### src/verilog/sds_params.svh
/*
  Constants of the serial DMA status block: register offsets, field positions,
  reset values and widths. Assumes a 16-bit register port and one clock.
*/
// How it works
// - Byte carrying an overrun error stored into buffer B sets status bit 5.
// - Byte carrying an overrun error stored into buffer A sets status bit 4.
// - Overrun error rides up with the FIFO drain into the next loaded buffer.
// - Pending overrun goes to buffer B when B is loaded next and drains FIFO.
// - Buffer B overrun flag clears on next load of B or receive reset.
// - Buffer A overrun flag clears on next load of A or receive reset.
// - Status bits 3 and 2 show transmit buffer B and A in use.
// - Status bit 1 shows receive buffer B in use.
// - Status bit 0 shows receive buffer A in use.
// - Thirteen-bit read-only offset of next byte position in receive buffer A.
// - Offset of buffer A returns to zero when buffer fills and unloads.
// - Unused status bits and upper offset bits read zero, read-only.
`ifndef SDS_PARAMS_SVH
`define SDS_PARAMS_SVH

// ----------------------------------------------------------------------------
// Register map
// ----------------------------------------------------------------------------
`define SDS_ADDR_W      16
`define SDS_DATA_W      16
`define SDS_OFF_CNT_A   16'h4410
`define SDS_OFF_STATE   16'h4416
`define SDS_OFF_CTRL    16'h4418
`define SDS_OFF_IRQ_ST  16'h441a
`define SDS_OFF_IRQ_MSK 16'h441c

// ----------------------------------------------------------------------------
// Fields
// ----------------------------------------------------------------------------
`define SDS_CNT_W       13
`define SDS_BUF_A       0
`define SDS_BUF_B       1
`define SDS_CTL_RXLD_A  0
`define SDS_CTL_RXLD_B  1
`define SDS_CTL_TXLD_A  2
`define SDS_CTL_TXLD_B  3
`define SDS_CTL_RXRST   4
`define SDS_CTL_TXRST   5
`define SDS_IRQ_W       6
`define SDS_IRQ_OVR     0
`define SDS_IRQ_RXDONE  2
`define SDS_IRQ_TXDONE  4
`define SDS_ZERO_W      10
`define SDS_RST_CNT     13'h0000
`define SDS_RST_DATA    16'h0000
`define SDS_RST_IRQ     6'h00

`endif

### src/verilog/sds_pkg.sv
/*
  Types of the serial DMA status block.
  Assumes sds_params.svh is on the include path.
*/
`include "sds_params.svh"

package sds_pkg;

  // --------------------------------------------------------------------------
  // Buffer pair state, Gray along idle, A, B
  // --------------------------------------------------------------------------
  typedef enum logic [1:0] {
    SDS_IDLE = 2'h0,
    SDS_ON_A = 2'h1,
    SDS_ON_B = 2'h3
  } sds_pp_state_t;

  typedef struct packed {
    logic [`SDS_ZERO_W-1:0] zero;
    logic                   ovf_b;
    logic                   ovf_a;
    logic                   tx_b;
    logic                   tx_a;
    logic                   rx_b;
    logic                   rx_a;
  } sds_stat_t;

  typedef struct packed {
    logic       ovr;
    logic [7:0] data;
  } sds_rxbyte_t;

  typedef struct packed {
    logic                  buf_b;
    logic [`SDS_CNT_W-1:0] offset;
    logic [7:0]            data;
  } sds_store_t;

endpackage : sds_pkg

### src/verilog/sds_pingpong.sv
/*
  Two-buffer load and turn keeping for one DMA direction.
  Assumes load requests and the done pulse come from logic on mclk.
*/
`timescale 1ns/1ps
`include "sds_params.svh"

module sds_pingpong (
  input  wire logic       mclk,     // System clock
  input  wire logic       rst,      // Async reset, high
  input  wire logic       dma_rst,  // Direction reset pulse
  input  wire logic [1:0] load_set, // Load request per buffer
  input  wire logic       done,     // Buffer in use completes
  output logic      [1:0] loaded,   // Load bits, active or pending
  output logic      [1:0] active    // Buffer in use
);
  import sds_pkg::*;

  sds_pp_state_t state_r;
  sds_pp_state_t state_nxt;
  logic [1:0]    load_r;
  logic          next_b_r;
  logic [1:0]    clr;

  assign clr    = done ? active : 2'h0;
  assign loaded = load_r;
  assign active = {state_r == SDS_ON_B, state_r == SDS_ON_A};

  // A new load beats a completion in the same cycle
  always_ff @(posedge mclk or posedge rst) begin
    if (rst) load_r <= 2'h0;
    else if (dma_rst) load_r <= 2'h0;
    else load_r <= (load_r & ~clr) | load_set;
  end

  always_comb begin
    state_nxt = state_r;
    case (state_r)
      SDS_IDLE: begin
        if (load_r[next_b_r]) state_nxt = next_b_r ? SDS_ON_B : SDS_ON_A;
        else if (load_r[~next_b_r]) state_nxt = next_b_r ? SDS_ON_A : SDS_ON_B;
      end
      SDS_ON_A: if (done) state_nxt = load_r[`SDS_BUF_B] ? SDS_ON_B : SDS_IDLE;
      SDS_ON_B: if (done) state_nxt = load_r[`SDS_BUF_A] ? SDS_ON_A : SDS_IDLE;
      default:  state_nxt = SDS_IDLE;
    endcase
  end

  always_ff @(posedge mclk or posedge rst) begin
    if (rst) state_r <= SDS_IDLE;
    else if (dma_rst) state_r <= SDS_IDLE;
    else state_r <= state_nxt;
  end

  // Turn pointer: after a buffer completes the other one is next
  always_ff @(posedge mclk or posedge rst) begin
    if (rst) next_b_r <= 1'b0;
    else if (dma_rst) next_b_r <= 1'b0;
    else if (done) next_b_r <= (state_r == SDS_ON_A);
  end

endmodule : sds_pingpong

### src/verilog/sds_dma_status.sv
/*
  Status and receive offset logic of the serial DMA engine, with its control,
  interrupt registers and the store port toward buffer memory.
  Assumes the lower FIFO, the transmit engine and buffer limits run on mclk.
*/
`timescale 1ns/1ps
`include "sds_params.svh"

module sds_dma_status (
  input  wire logic                    mclk,        // System clock, 200 MHz
  input  wire logic                    rst,         // Async reset, high
  input  wire logic [`SDS_ADDR_W-1:0]  reg_addr,    // Register address
  input  wire logic [`SDS_DATA_W-1:0]  reg_wdata,   // Register write data
  input  wire logic                    reg_wr,      // Write strobe
  input  wire logic                    reg_rd,      // Read strobe
  output logic      [`SDS_DATA_W-1:0]  reg_rdata,   // Read data, next cycle
  input  wire sds_pkg::sds_rxbyte_t    rx_byte,     // Byte drained from FIFO
  input  wire logic                    rx_byte_vld, // Byte offered
  output logic                         rx_byte_rdy, // A buffer takes bytes
  input  wire logic [`SDS_CNT_W-1:0]   rx_last_a,   // Last offset of buffer A
  input  wire logic [`SDS_CNT_W-1:0]   rx_last_b,   // Last offset of buffer B
  input  wire logic [1:0]              tx_done,     // Transmit buffer finished
  output logic      [1:0]              tx_load,     // Transmit load bits
  output logic                         tx_dma_rst,  // Transmit reset pulse
  output sds_pkg::sds_store_t          store,       // Byte to buffer memory
  output logic                         store_vld,   // Store valid pulse
  output logic                         irq          // Interrupt, level
);
  import sds_pkg::*;

  // --------------------------------------------------------------------------
  // Declarations
  // --------------------------------------------------------------------------
  logic [`SDS_CNT_W-1:0]  rx_cnt_r [2];
  logic [`SDS_CNT_W-1:0]  rx_last  [2];
  logic [1:0]             rx_ovf_r;
  logic [1:0]             rx_hit;
  logic [1:0]             rx_at_last;
  logic [1:0]             rx_act;
  logic [1:0]             rx_loaded;
  logic [1:0]             tx_act;
  logic [1:0]             rx_ld_set;
  logic [1:0]             tx_ld_set;
  logic                   rx_rst;
  logic                   ctl_wr;
  logic                   store_en;
  logic                   rx_done;
  logic [`SDS_IRQ_W-1:0]  irq_st_r;
  logic [`SDS_IRQ_W-1:0]  irq_msk_r;
  logic [`SDS_IRQ_W-1:0]  irq_ev;
  logic [`SDS_DATA_W-1:0] rdata_nxt;
  sds_stat_t              stat;
  sds_store_t             store_r;
  logic                   store_vld_r;

  function automatic logic addr_is(input logic [`SDS_ADDR_W-1:0] a,
                                   input logic [`SDS_ADDR_W-1:0] off);
    addr_is = (a == off);
  endfunction : addr_is

  // --------------------------------------------------------------------------
  // Control register decode
  // --------------------------------------------------------------------------
  assign ctl_wr = reg_wr & addr_is(reg_addr, `SDS_OFF_CTRL);
  assign rx_rst = ctl_wr & reg_wdata[`SDS_CTL_RXRST];
  assign tx_dma_rst = ctl_wr & reg_wdata[`SDS_CTL_TXRST];

  // A reset in the same write wins over loads of that direction
  assign rx_ld_set = (ctl_wr & ~reg_wdata[`SDS_CTL_RXRST]) ?
                     reg_wdata[`SDS_CTL_RXLD_B:`SDS_CTL_RXLD_A] : 2'h0;
  assign tx_ld_set = (ctl_wr & ~reg_wdata[`SDS_CTL_TXRST]) ?
                     reg_wdata[`SDS_CTL_TXLD_B:`SDS_CTL_TXLD_A] : 2'h0;

  // --------------------------------------------------------------------------
  // Buffer turn keeping
  // --------------------------------------------------------------------------
  sds_pingpong u_rx_pp (
    .mclk     (mclk),
    .rst      (rst),
    .dma_rst  (rx_rst),
    .load_set (rx_ld_set),
    .done     (rx_done),
    .loaded   (rx_loaded),
    .active   (rx_act)
  );

  sds_pingpong u_tx_pp (
    .mclk     (mclk),
    .rst      (rst),
    .dma_rst  (tx_dma_rst),
    .load_set (tx_ld_set),
    .done     (|(tx_done & tx_act)),
    .loaded   (tx_load),
    .active   (tx_act)
  );

  // --------------------------------------------------------------------------
  // Receive path
  // --------------------------------------------------------------------------
  // While no buffer is active the FIFO backs up; its overrun mark then
  // arrives on the first byte drained into whichever buffer is loaded next.
  assign rx_byte_rdy = |rx_act;
  assign store_en    = rx_byte_vld & rx_byte_rdy;
  assign rx_last[`SDS_BUF_A] = rx_last_a;
  assign rx_last[`SDS_BUF_B] = rx_last_b;
  assign rx_done = |(rx_hit & rx_at_last);

  for (genvar g = 0; g < 2; g++) begin : g_rx
    assign rx_hit[g]     = store_en & rx_act[g];
    assign rx_at_last[g] = (rx_cnt_r[g] == rx_last[g]);

    // Offset wraps to the first location as the full buffer unloads
    always_ff @(posedge mclk or posedge rst) begin
      if (rst) rx_cnt_r[g] <= `SDS_RST_CNT;
      else if (rx_rst) rx_cnt_r[g] <= `SDS_RST_CNT;
      else if (rx_hit[g] & rx_at_last[g]) rx_cnt_r[g] <= `SDS_RST_CNT;
      else if (rx_hit[g]) rx_cnt_r[g] <= rx_cnt_r[g] + 13'h0001;
    end

    // Flag follows the buffer that took the marked byte; set beats clear
    always_ff @(posedge mclk or posedge rst) begin
      if (rst) rx_ovf_r[g] <= 1'b0;
      else if (rx_hit[g] & rx_byte.ovr) rx_ovf_r[g] <= 1'b1;
      else if (rx_rst | rx_ld_set[g]) rx_ovf_r[g] <= 1'b0;
    end
  end

  always_ff @(posedge mclk or posedge rst) begin
    if (rst) begin
      store_r <= '0;
    end else if (store_en) begin
      store_r.buf_b  <= rx_act[`SDS_BUF_B];
      store_r.offset <= rx_act[`SDS_BUF_B] ? rx_cnt_r[`SDS_BUF_B] :
                                             rx_cnt_r[`SDS_BUF_A];
      store_r.data   <= rx_byte.data;
    end
  end

  always_ff @(posedge mclk or posedge rst) begin
    if (rst) store_vld_r <= 1'b0;
    else store_vld_r <= store_en;
  end

  assign store     = store_r;
  assign store_vld = store_vld_r;

  // --------------------------------------------------------------------------
  // Status word
  // --------------------------------------------------------------------------
  always_comb begin
    stat       = '0;
    stat.ovf_b = rx_ovf_r[`SDS_BUF_B];
    stat.ovf_a = rx_ovf_r[`SDS_BUF_A];
    stat.tx_b  = tx_act[`SDS_BUF_B];
    stat.tx_a  = tx_act[`SDS_BUF_A];
    stat.rx_b  = rx_act[`SDS_BUF_B];
    stat.rx_a  = rx_act[`SDS_BUF_A];
  end

  // --------------------------------------------------------------------------
  // Interrupts
  // --------------------------------------------------------------------------
  assign irq_ev = {tx_done & tx_act, rx_hit & rx_at_last,
                   rx_hit & {2{rx_byte.ovr}}};

  // Write one clears; a new event in the same cycle keeps its bit
  always_ff @(posedge mclk or posedge rst) begin
    if (rst) irq_st_r <= `SDS_RST_IRQ;
    else if (reg_wr & addr_is(reg_addr, `SDS_OFF_IRQ_ST))
      irq_st_r <= (irq_st_r & ~reg_wdata[`SDS_IRQ_W-1:0]) | irq_ev;
    else irq_st_r <= irq_st_r | irq_ev;
  end

  always_ff @(posedge mclk or posedge rst) begin
    if (rst) irq_msk_r <= `SDS_RST_IRQ;
    else if (reg_wr & addr_is(reg_addr, `SDS_OFF_IRQ_MSK))
      irq_msk_r <= reg_wdata[`SDS_IRQ_W-1:0];
  end

  assign irq = |(irq_st_r & irq_msk_r);

  // --------------------------------------------------------------------------
  // Read port
  // --------------------------------------------------------------------------
  // Offset and status are read-only; writes to them are ignored.
  always_comb begin
    rdata_nxt = `SDS_RST_DATA;
    if (addr_is(reg_addr, `SDS_OFF_CNT_A))
      rdata_nxt = {3'h0, rx_cnt_r[`SDS_BUF_A]};
    else if (addr_is(reg_addr, `SDS_OFF_STATE))
      rdata_nxt = stat;
    else if (addr_is(reg_addr, `SDS_OFF_CTRL))
      rdata_nxt = {12'h000, tx_load, rx_loaded};
    else if (addr_is(reg_addr, `SDS_OFF_IRQ_ST))
      rdata_nxt = {10'h000, irq_st_r};
    else if (addr_is(reg_addr, `SDS_OFF_IRQ_MSK))
      rdata_nxt = {10'h000, irq_msk_r};
  end

  // Data only in the cycle after the strobe, zero otherwise
  always_ff @(posedge mclk or posedge rst) begin
    if (rst) reg_rdata <= `SDS_RST_DATA;
    else if (reg_rd) reg_rdata <= rdata_nxt;
    else reg_rdata <= `SDS_RST_DATA;
  end
endmodule : sds_dma_status

### config.mk
export PLATFORM = sky130hd
export DESIGN_NAME = sds_dma_status
export DESIGN_NICKNAME = d
export VERILOG_FILES = /design/src/verilog/sds_pkg.sv /design/src/verilog/sds_pingpong.sv /design/src/verilog/sds_dma_status.sv
export VERILOG_INCLUDE_DIRS = /design/src /design/src/verilog
export SDC_FILE = /design/constraint.sdc
export NUM_CORES = 1
export LEC_CHECK = 0
export BUFFER_PORTS_ARGS = -buffer_cell sky130_fd_sc_hd__buf_2
export CELL_PAD_IN_SITES_DETAIL_PLACEMENT = 0
export CELL_PAD_IN_SITES_GLOBAL_PLACEMENT = 1
export CORE_ASPECT_RATIO = 0.8
export CORE_MARGIN = 3
export CORE_UTILIZATION = 43
export DETAILED_ROUTE_END_ITERATION = 12
export PLACE_DENSITY = 0.94
export SLEW_MARGIN = 40
export SYNTH_ARGS = -nofsm -noshare
export SYNTH_HDL_FRONTEND = slang
export SYNTH_HIERARCHICAL = 1
export SYNTH_SLANG_ARGS = --single-unit
### constraint.sdc
create_clock -name mclk -period 8.35 [get_ports mclk]
set_input_delay 2.505 -clock mclk [delete_from_list [all_inputs] [get_ports mclk]]
set_output_delay 2.505 -clock mclk [all_outputs]
set_load 0.02 [all_outputs]
== Word-level counts from Yosys, hierarchy flattened ==
Cells that the tools add are included.

* Input port bits: 74
* Bits in registers: 89
* Output and inout bits: 44

* Mux-type cells: 56
* Bitwise operators: 34
* Add/subtract/negate cells: 2
* Eq/ne operators: 17
* Reduce and logical (&&, ||, !) cells: 14
* Order comparisons: 4

{| class="wikitable"
|+ Operators with widths
! cell !! count
|-
| two-way mux 13 bit || 8
|-
| equality test 16 x 15 -> 1 bit (second input constant) || 5
|-
| two-way mux 2 bit || 22
|-
| two-way mux 6 bit || 5
|-
| adder 13 x 1 -> 13 bit (second input constant) || 2
|-
| equality test 13 bit || 2
|-
| two-way mux 1 bit || 18
|-
| two-way mux 16 bit || 1
|-
| AND 1 bit || 14
|-
| AND 6 bit || 2
|-
| bitwise OR 6 bit || 2
|-
| one-hot mux 2 bit (3 select lines) || 2
|-
| AND 2 bit || 5
|-
| < comparator 1 x 2 -> 1 bit (second input constant) || 4
|-
| inequality test 4 x 2 -> 1 bit (second input constant) || 2
|-
| nonzero test 2 bit || 4
|-
| inequality test 3 x 1 -> 1 bit (second input constant) || 2
|-
| inequality test 3 x 2 -> 1 bit (second input constant) || 2
|-
| NOT 6 bit || 1
|-
| AND reduction 3 bit || 2
|-
| nonzero test 3 bit || 2
|-
| OR reduction 2 bit || 3
|-
| OR reduction 6 bit || 1
|-
| equality test 2 x 1 -> 1 bit (second input constant) || 2
|-
| other kinds (6) || 14
|}

== Logic depth before layout (Yosys ltp) ==
Gate-level depths: netlist of the first run.

* Depth after elaboration: 11
* Depth in mapped cells: 9
* Gate-level depth less buffers: 8

== By module ==
The synthesis of the first run kept the hierarchy.

{| class="wikitable"
|+ Modules (own cells, without submodules)
! module !! cells an instance !! area each (µm²) !! times used !! sequential area each (µm²)
|-
| sds_dma_status || 446 || 4146.5 || 1 || 1901.8
|-
| sds_pingpong || 26 || 240.2 || 2 || 125.1
|}

== Least setup slack after synthesis of the first run ==
OpenSTA, ideal clock, no wires.

* Path kind: input -> output
* Start: input port reg_addr[3]
* End: output port tx_dma_rst
* Setup slack: 1696 ps
* Stages: 6
* Path buffers: 3
* Data arrival time: 4149 ps
* Cell sequence: buf_4 -> or4b_1 -> buf_6 -> or3_1 -> clkbuf_1 -> nor2_1

* Cells in the longest elaborated chain, start to end: 3

{| class="wikitable"
|+ Ends and longest elaborated chain
! element !! line !! text
|-
| from (decl) || sds_dma_status.sv:12 || <nowiki>input wire logic [`SDS_ADDR_W-1:0] reg_addr,</nowiki>
|-
| equality test 16 x 15 -> 1 bit || sds_dma_status.sv:58 || <nowiki>addr_is = (a == off);</nowiki>
|-
| AND 1 bit || sds_dma_status.sv:64 || <nowiki>assign ctl_wr = reg_wr & addr_is(reg_addr, `SDS_OFF_CTRL);</nowiki>
|-
| AND 1 bit || sds_dma_status.sv:66 || <nowiki>assign tx_dma_rst = ctl_wr & reg_wdata[`SDS_CTL_TXRST];</nowiki>
|-
| to (decl) || sds_dma_status.sv:24 || <nowiki>output logic tx_dma_rst,</nowiki>
|}

No other way between the ends.

== Worst setup path in the final report of the first run ==
* Start: input port reg_addr[1]
* End: output port tx_dma_rst

The elaborated chain is that of the path after synthesis.

==> results of run 1 <==
==> registers in the layout, summed over array words and instances, names as in the netlist, 6 cells and up <==
register   cells
irq_msk_r      6
irq_st_r       6
store         22
reg_rdata     13
rx_cnt_r      26
==> cells in the mapped netlist, types with 3 or more instances <==
cell,n,area [sq um]
nor2b_1,8,50.1
xor2_1,33,289
and3_1,5,31.3
nand2_1,57,214
a22oi_1,7,52.6
a32oi_1,3,26.3
or3_1,5,31.3
dfrtp_1,86,2150
nor2_1,30,113
inv_1,20,75.1
o22ai_1,4,25.0
and2_1,11,68.8
buf_4,4,30.0
o21ai_0,32,160
o211ai_1,3,22.5
nor4b_1,4,35.0
clkbuf_1,21,78.8
a22o_1,7,61.3
nand3_1,22,110
nand3b_1,3,22.5
or4_1,6,45.0
a21oi_1,24,120
mux2i_1,13,130
nor4_1,16,100
nor3_1,6,30.0
o31ai_1,7,52.6
mux2_2,10,113
nand4_1,15,93.8
==> where the power goes <==
group	switching, uW	leakage, uW	internal, uW
logic	88.6	0.00138	57.6
registers	38.1	0.00110	444
clock network	161	0.000145	261
total	287	0.00263	764
==> layout make-up <==
cell class | count | share of cell area (%)
multi-input combinational | 365 | 41.3
tap | 140 | 3.17
sequential | 86 | 38.9
inverter | 20 | 1.36
clock buffer | 10 | 4.14
timing repair buffer | 105 | 9.62
clock inverter | 5 | 1.52
==> worst reg2reg max path, cell delays in order (launching register included) <==
cell     delay (ns)
dfrtp_1        0.43
and2_2         0.52
and2_1         0.42
a21oi_2        0.14
or4_1          0.54
a21oi_1        0.15
==> how the worst min path moves through the flow <==
| stage | startpoint | endpoint | slack (ns) | depth (start not counted) |
|---|---|---|---|---|
| 2_1_floorplan | rx_ovf_r[0] | rx_ovf_r[0] | 0.47 | 2 |
| 3_3_place_gp | store[21] | store[21] | 0.46 | 2 |
| 3_5_place_dp | store[16] | store[16] | 0.47 | 2 |
| 4_1_cts | store[16] | store[16] | 0.48 | 2 |
| 5_1_grt | store[21] | store[21] | 0.51 | 2 |
| 6_report | store[16] | store[16] | 0.48 | 2 |
==> cell usage in the layout (no fill, tap or decap), types with 9 or more instances in the layout <==
master / instances
xor2_1: 33
nor2_1: 30
dfrtp_1: 86
buf_2: 104
mux2_2: 10
nand2_1: 56
clkbuf_16: 9
nand4_1: 15
a21oi_1: 24
nand3_1: 22
o21ai_0: 32
mux2i_1: 13
inv_1: 19
nor4_1: 16
and2_1: 10
==> cell families (layout without fill, tap and decap cells) <==
group,after synthesis,in the layout,share of synthesized area (%)
simple gates,205,205,23.6
compound gates,97,97,12.9
flops,86,86,46.5
buf+inv,49,140,4.52
xor+xnor,35,35,6.63
mux,23,23,5.25
fa+ha+maj,2,2,0.541
other cells,1,3,0.0810
==> metrics by stage <==
step | total power, uW | util [%] | instances | hold WS [ns]
after floorplan | 574 | - | 500 | 0.471
after global placement | 629 | 50.2 | 716 | 0.461
after detailed placement | 635 | 50.3 | 716 | 0.466
after CTS | 1060 | 53.3 | 731 | 0.481
after global routing | 1100 | 53.4 | 731 | 0.514
final | 1050 | 53.4 | 731 | 0.476
==> metal layers <==
layer | vias to the layer above | global-route usage [%] | part of all wire, % | wire (um)
met5 | - | 0 | 0 | 0
met4 | 0 | 7.58 | 2.2 | 273
met3 | 23 | 5.05 | 8.3 | 1020
li1 | 1962 | - | - | -
met2 | 184 | 31.0 | 45 | 5530
met1 | 2027 | 28.8 | 44 | 5370
==> run_results.csv, run 1 <==
group,metric,value,unit
run_status,status,"completed",
power,vdd_drop_max,0.000113,V
layout,layout.nets,663,
clock_tree,path_clk_slew,0.06,ns
power,power_density,190,nW/um^2
sta,setup_slack,1.35,ns
critical_path,crit_path_end_kind,"output port",
layout,seq_area,2150,sq um
critical_path,critPathTopFamily,"simple AND/OR/NAND/NOR gates",
sta,finalClockSkew,0.00677,ns
synth,synth_edf_count,0,
synth,yosysWarnings,6,
sta,final-max-slew-violation-count,0,
power,p_leak,0.00263,uW
hold_path,hp-class,"flip-flop to flip-flop",
grt,grtUsageTotal,20.6,%
critical_path,crit_cells,5,
clock_tree,cts_tree,"yes",
critical_path,crit_path_start,"reg_addr[1]",
critical_path,path_cells,"buf_2, or4b_1, or3_1, nor2_1, buf_2",
floorplanning,initial_utilization,44.6,%
sta,rsz0062_at_grt,"no",
floorplanning,fp.dieW,122,um
synth,ys_types,51,
sta,fin_crit,7.00,ns
floorplanning,die_h,98.8,um
critical_path,cp-start-kind,"input pin",
sta,setup_viol,0,
layout,n_antenna_cell,0,
critical_path,crit_required,5.85,ns
route,wl,12200,um
placement,placed_cell_area,5210,sq um
clock_tree,clk-insertion-delay-late,0.33,ns
floorplanning,dieArea,12000,sq um
critical_path,r2r_start,"u_rx_pp/state_r[0]",
critical_path,slowest_stage,"or4b_1",
floorplanning,io_pins,118,
floorplanning,fp-row-count,33,
critical_path,r2r_slack,6.08,ns
grt,grt_max_degree,77,
synth,ys_async_sr_fraction,100,%
clock_tree,cts-root-buf,"clkbuf_16",
critical_path,path_buf_inv,2,
grt,grt_overflow,0,
critical_path,r2r_cells,5,
sta,slew_headroom,53.1,%
layout,n_fill_cell,938,
synth,synth_area,4630,sq um
clock_tree,hold_buffers,0,
sta,fin_tns_setup,0,ns
route,drt_iter0_drc,370,
critical_path,cp_slowest_stage_delay,0.72,ns
sta,fmax,143,MHz
critical_path,worst-path-max-fanout,11,
route,dr.pass1.iters,6,
synth,synthCells,498,
placement,numPortBuffers,104,
grt,antenna_found_initial,0,
route,vias_per_cell,5.74,
clock_tree,cts_buffer_depth,2,
synth,synth_seq_cells,86,
grt,grt_pass1_wl,19700,um
layout,finish.instance_area,5530,sq um
clock_tree,cts-resized-gates,0,
synth,synth_top_flop_cell,"dfrtp_1",
placement,dp_hpwl,9030,um
clock_tree,cts_setup_buffers,0,
critical_path,rr_endpoint,"rx_cnt_r[12]",
critical_path,path_common_cell,"buf_2",
route,via_count,4196,
grt,grt_pass1_vias,4043,
route,ant_nets,0,
floorplanning,core,10400,sq um
clock_tree,clock_sinks,86,
layout,syn2layout_area_growth,19.5,%
synth,avgSynthCellArea,9.29,sq um
clock_tree,cts_inserted_buffers,9,
route,routedWlPerCell,16.7,um
critical_path,path_class,"input pin to output port",
critical_path,endpoint,"tx_dma_rst",
placement,place_congestion,0.953,
sta,finalCritPeriodShare,83.9,%
job,maxCapViolCount,0,
critical_path,arrival,4.50,ns
clock_tree,cts-htree-levels,3,
layout,layout-drive-gt1-share,23.2,%
layout,multi_input_comb_area,2280,sq um
placement,preCtsSetupSlack,1.36,ns
synth,ys_seq_area_share,46.5,%
sta,worst-slew-pin-transition,0.703,ns
route,drc,0,
sta,finalHoldViolCount,0,
No activity file was read; power rests on OpenSTA's default activity.
==> run 2: changes to the inputs <==
--- a/config.mk
+++ b/config.mk
@@ -11,9 +11,9 @@
 export CELL_PAD_IN_SITES_GLOBAL_PLACEMENT = 1
 export CORE_ASPECT_RATIO = 0.8
 export CORE_MARGIN = 3
-export CORE_UTILIZATION = 43
+export CORE_UTILIZATION = 40
 export DETAILED_ROUTE_END_ITERATION = 12
-export PLACE_DENSITY = 0.94
+export PLACE_DENSITY = 0.89
 export SLEW_MARGIN = 40
 export SYNTH_ARGS = -nofsm -noshare
 export SYNTH_HDL_FRONTEND = slang
==> constraint.sdc (replaced) <==
create_clock -name mclk -period 6.8 [get_ports mclk]
set_input_delay 2.04 -clock mclk [delete_from_list [all_inputs] [get_ports mclk]]
set_output_delay 2.04 -clock mclk [all_outputs]
set_load 0.02 [all_outputs]
==> run 2 against run 1 <==
Worst hold slack better by 0.0027 ns. Flip-flop and latch count unchanged. Global-route usage shrank 0.96 points.
==> run_results.csv, run 2 (same netlist as run 1, synthesis figures left out) <==
group,metric,value,unit
grt,grt_max_degree,67,
route,via_count,4164,
route,routedWlPerCell,17.0,um
sta,rsz0062_at_grt,"no",
sta,slew_headroom,54.1,%
sta,final-max-slew-violation-count,0,
sta,fmax,165,MHz
placement,place_congestion,0.937,
placement,placed_cell_area,5210,sq um
placement,dp_hpwl,9450,um
critical_path,worst-path-max-fanout,11,
power,p_leak,0.00262,uW
layout,largest_reg_flops,26,
sta,setup_viol,0,
critical_path,arrival,4.02,ns
layout,multi_input_comb_area,2280,sq um
layout,seq_area,2150,sq um
sta,worst-slew-pin-transition,0.688,ns
layout,syn2layout_area_growth,18.8,%
run_status,status,"completed",
sta,finalHoldViolCount,0,
grt,antenna_found_initial,0,
grt,grt_pass1_vias,3933,
critical_path,path_class,"input pin to output port",
power,internal-power,867,uW
clock_tree,cts_buffer_depth,2,
layout,layout-drive-gt1-share,23.3,%
clock_tree,cts-root-buf,"clkbuf_16",
clock_tree,clock_sinks,86,
clock_tree,cts_inserted_buffers,9,
power,power_density,223,nW/um^2
floorplanning,fp.dieW,126,um
critical_path,path_common_cell,"buf_2",
job,maxCapViolCount,0,
grt,grt_overflow,0,
layout,regMostFlops,"rx_cnt_r",
hold_path,min_from,"store[21]",
layout,n_antenna_cell,0,
layout,final_common_cell,"buf_2",
route,drt_iter0_drc,372,
power,p_comb_share,14.5,%
hold_path,hp-class,"flip-flop to flip-flop",
critical_path,slowest_stage,"or4b_1",
clock_tree,hold_buffers,0,
grt,grtUsageTotal,19.6,%
power,pwr-share-seq,48.4,%
floorplanning,initial_utilization,41.8,%
route,vias_per_cell,5.66,
sta,fin_crit,6.06,ns
critical_path,cp_slowest_stage_delay,0.72,ns
clock_tree,path_clk_slew,0.06,ns
critical_path,crit_required,4.76,ns
placement,numPortBuffers,104,
clock_tree,cts_setup_buffers,0,
clock_tree,cts-htree-levels,3,
power,swShare,29.2,%
critical_path,r2r_start,"u_rx_pp/state_r[1]",
critical_path,critPathTopFamily,"simple AND/OR/NAND/NOR gates",
floorplanning,die_h,102,um
route,drc,0,
route,ant_nets,0,
critical_path,cp-start-kind,"input pin",
route,dr.pass1.iters,5,
sta,finalCritPeriodShare,89.2,%
floorplanning,io_pins,118,
critical_path,path_buf_inv,2,
sta,finalClockSkew,0.00713,ns
clock_tree,cts_tree,"yes",
critical_path,path_cells,"buf_2, or4b_1, or3_1, nor2_1, buf_2",
floorplanning,fp-row-count,34,
power,clock_power_share,37.1,%
critical_path,crit_path_end_kind,"output port",
critical_path,crit_path_start,"reg_addr[1]",
grt,grt_pass1_wl,20300,um
layout,final_cell_mix,"buf_2, dfrtp_1, nand2_1, xor2_1, o21ai_0",
power,switchingPower,358,uW
layout,finish.instance_area,5500,sq um
sta,fin_tns_setup,0,ns
layout,layout.nets,663,
floorplanning,dieArea,12900,sq um
clock_tree,clk-insertion-delay-late,0.34,ns
power,vdd_drop_max,0.000114,V
layout,n_fill_cell,1077,
clock_tree,cts-resized-gates,0,
floorplanning,core,11100,sq um
route,wl,12500,um
run 2: cell count changes in the layout (fill, tap and decap cells not counted), sizes merged:
cell / before / now
bufinv: 2 / 0
clkinv: 0 / 2
inv: 21 / 22
run 2: area by class of cell:
class | instances | share of cell area (%)
clock buffer | 10 | 4.16
multi-input combinational | 365 | 41.5
sequential | 86 | 39.1
clock inverter | 6 | 0.842
timing repair buffer | 105 | 9.67
tap | 144 | 3.28
inverter | 20 | 1.37
run 2: final timing paths:
kind,end,slack [ns],cells past startpoint
worst max-delay path,tx_dma_rst,0.74,5
worst min-delay path,store[21],0.48,2
worst max register to register,rx_cnt_r[12],4.53,5
worst min register to register,store[21],0.48,2
max in group asynchronous,rx_cnt_r[1],4.26,3
min in group asynchronous,u_tx_pp/loaded[1],1.63,2
run 2: tightest hold or removal path, cell delays in order (launching register included):
cell	delay [ns]
dfrtp_1	0.34
nand2_1	0.05
nand2_1	0.06
run 2: per-stage QoR:
| step | util, % | instances | total power, uW | worst slack, ns | hold WS [ns] |
|---|---|---|---|---|---|
| 2_1_floorplan | - | 500 | 705 | 1.08 | 0.471 |
| 4_1_cts | 49.6 | 736 | 1240 | 0.731 | 0.481 |
| 5_1_grt | 49.7 | 736 | 1280 | 0.633 | 0.509 |
| 6_report | 49.7 | 736 | 1220 | 0.735 | 0.479 |
| 3_3_place_gp | 47.1 | 720 | 776 | 0.721 | 0.460 |
| 3_5_place_dp | 47.1 | 720 | 781 | 0.745 | 0.466 |
run 2: power groups by stage:
stage / logic [uW] / registers, uW / clock network, uW
floorplan: 103 / 602 / 0
global placement: 173 / 603 / 0
detailed placement: 177 / 603 / 0
CTS: 178 / 593 / 465
global route: 200 / 599 / 485
finish: 178 / 593 / 454
run 2: metal layers:
layer | GRT usage, % | share of wire [%]
met2 | 30.5 | 45
met4 | 5.19 | 1.2
met1 | 28.1 | 46
met3 | 4.23 | 7.4
met5 | 0 | 0
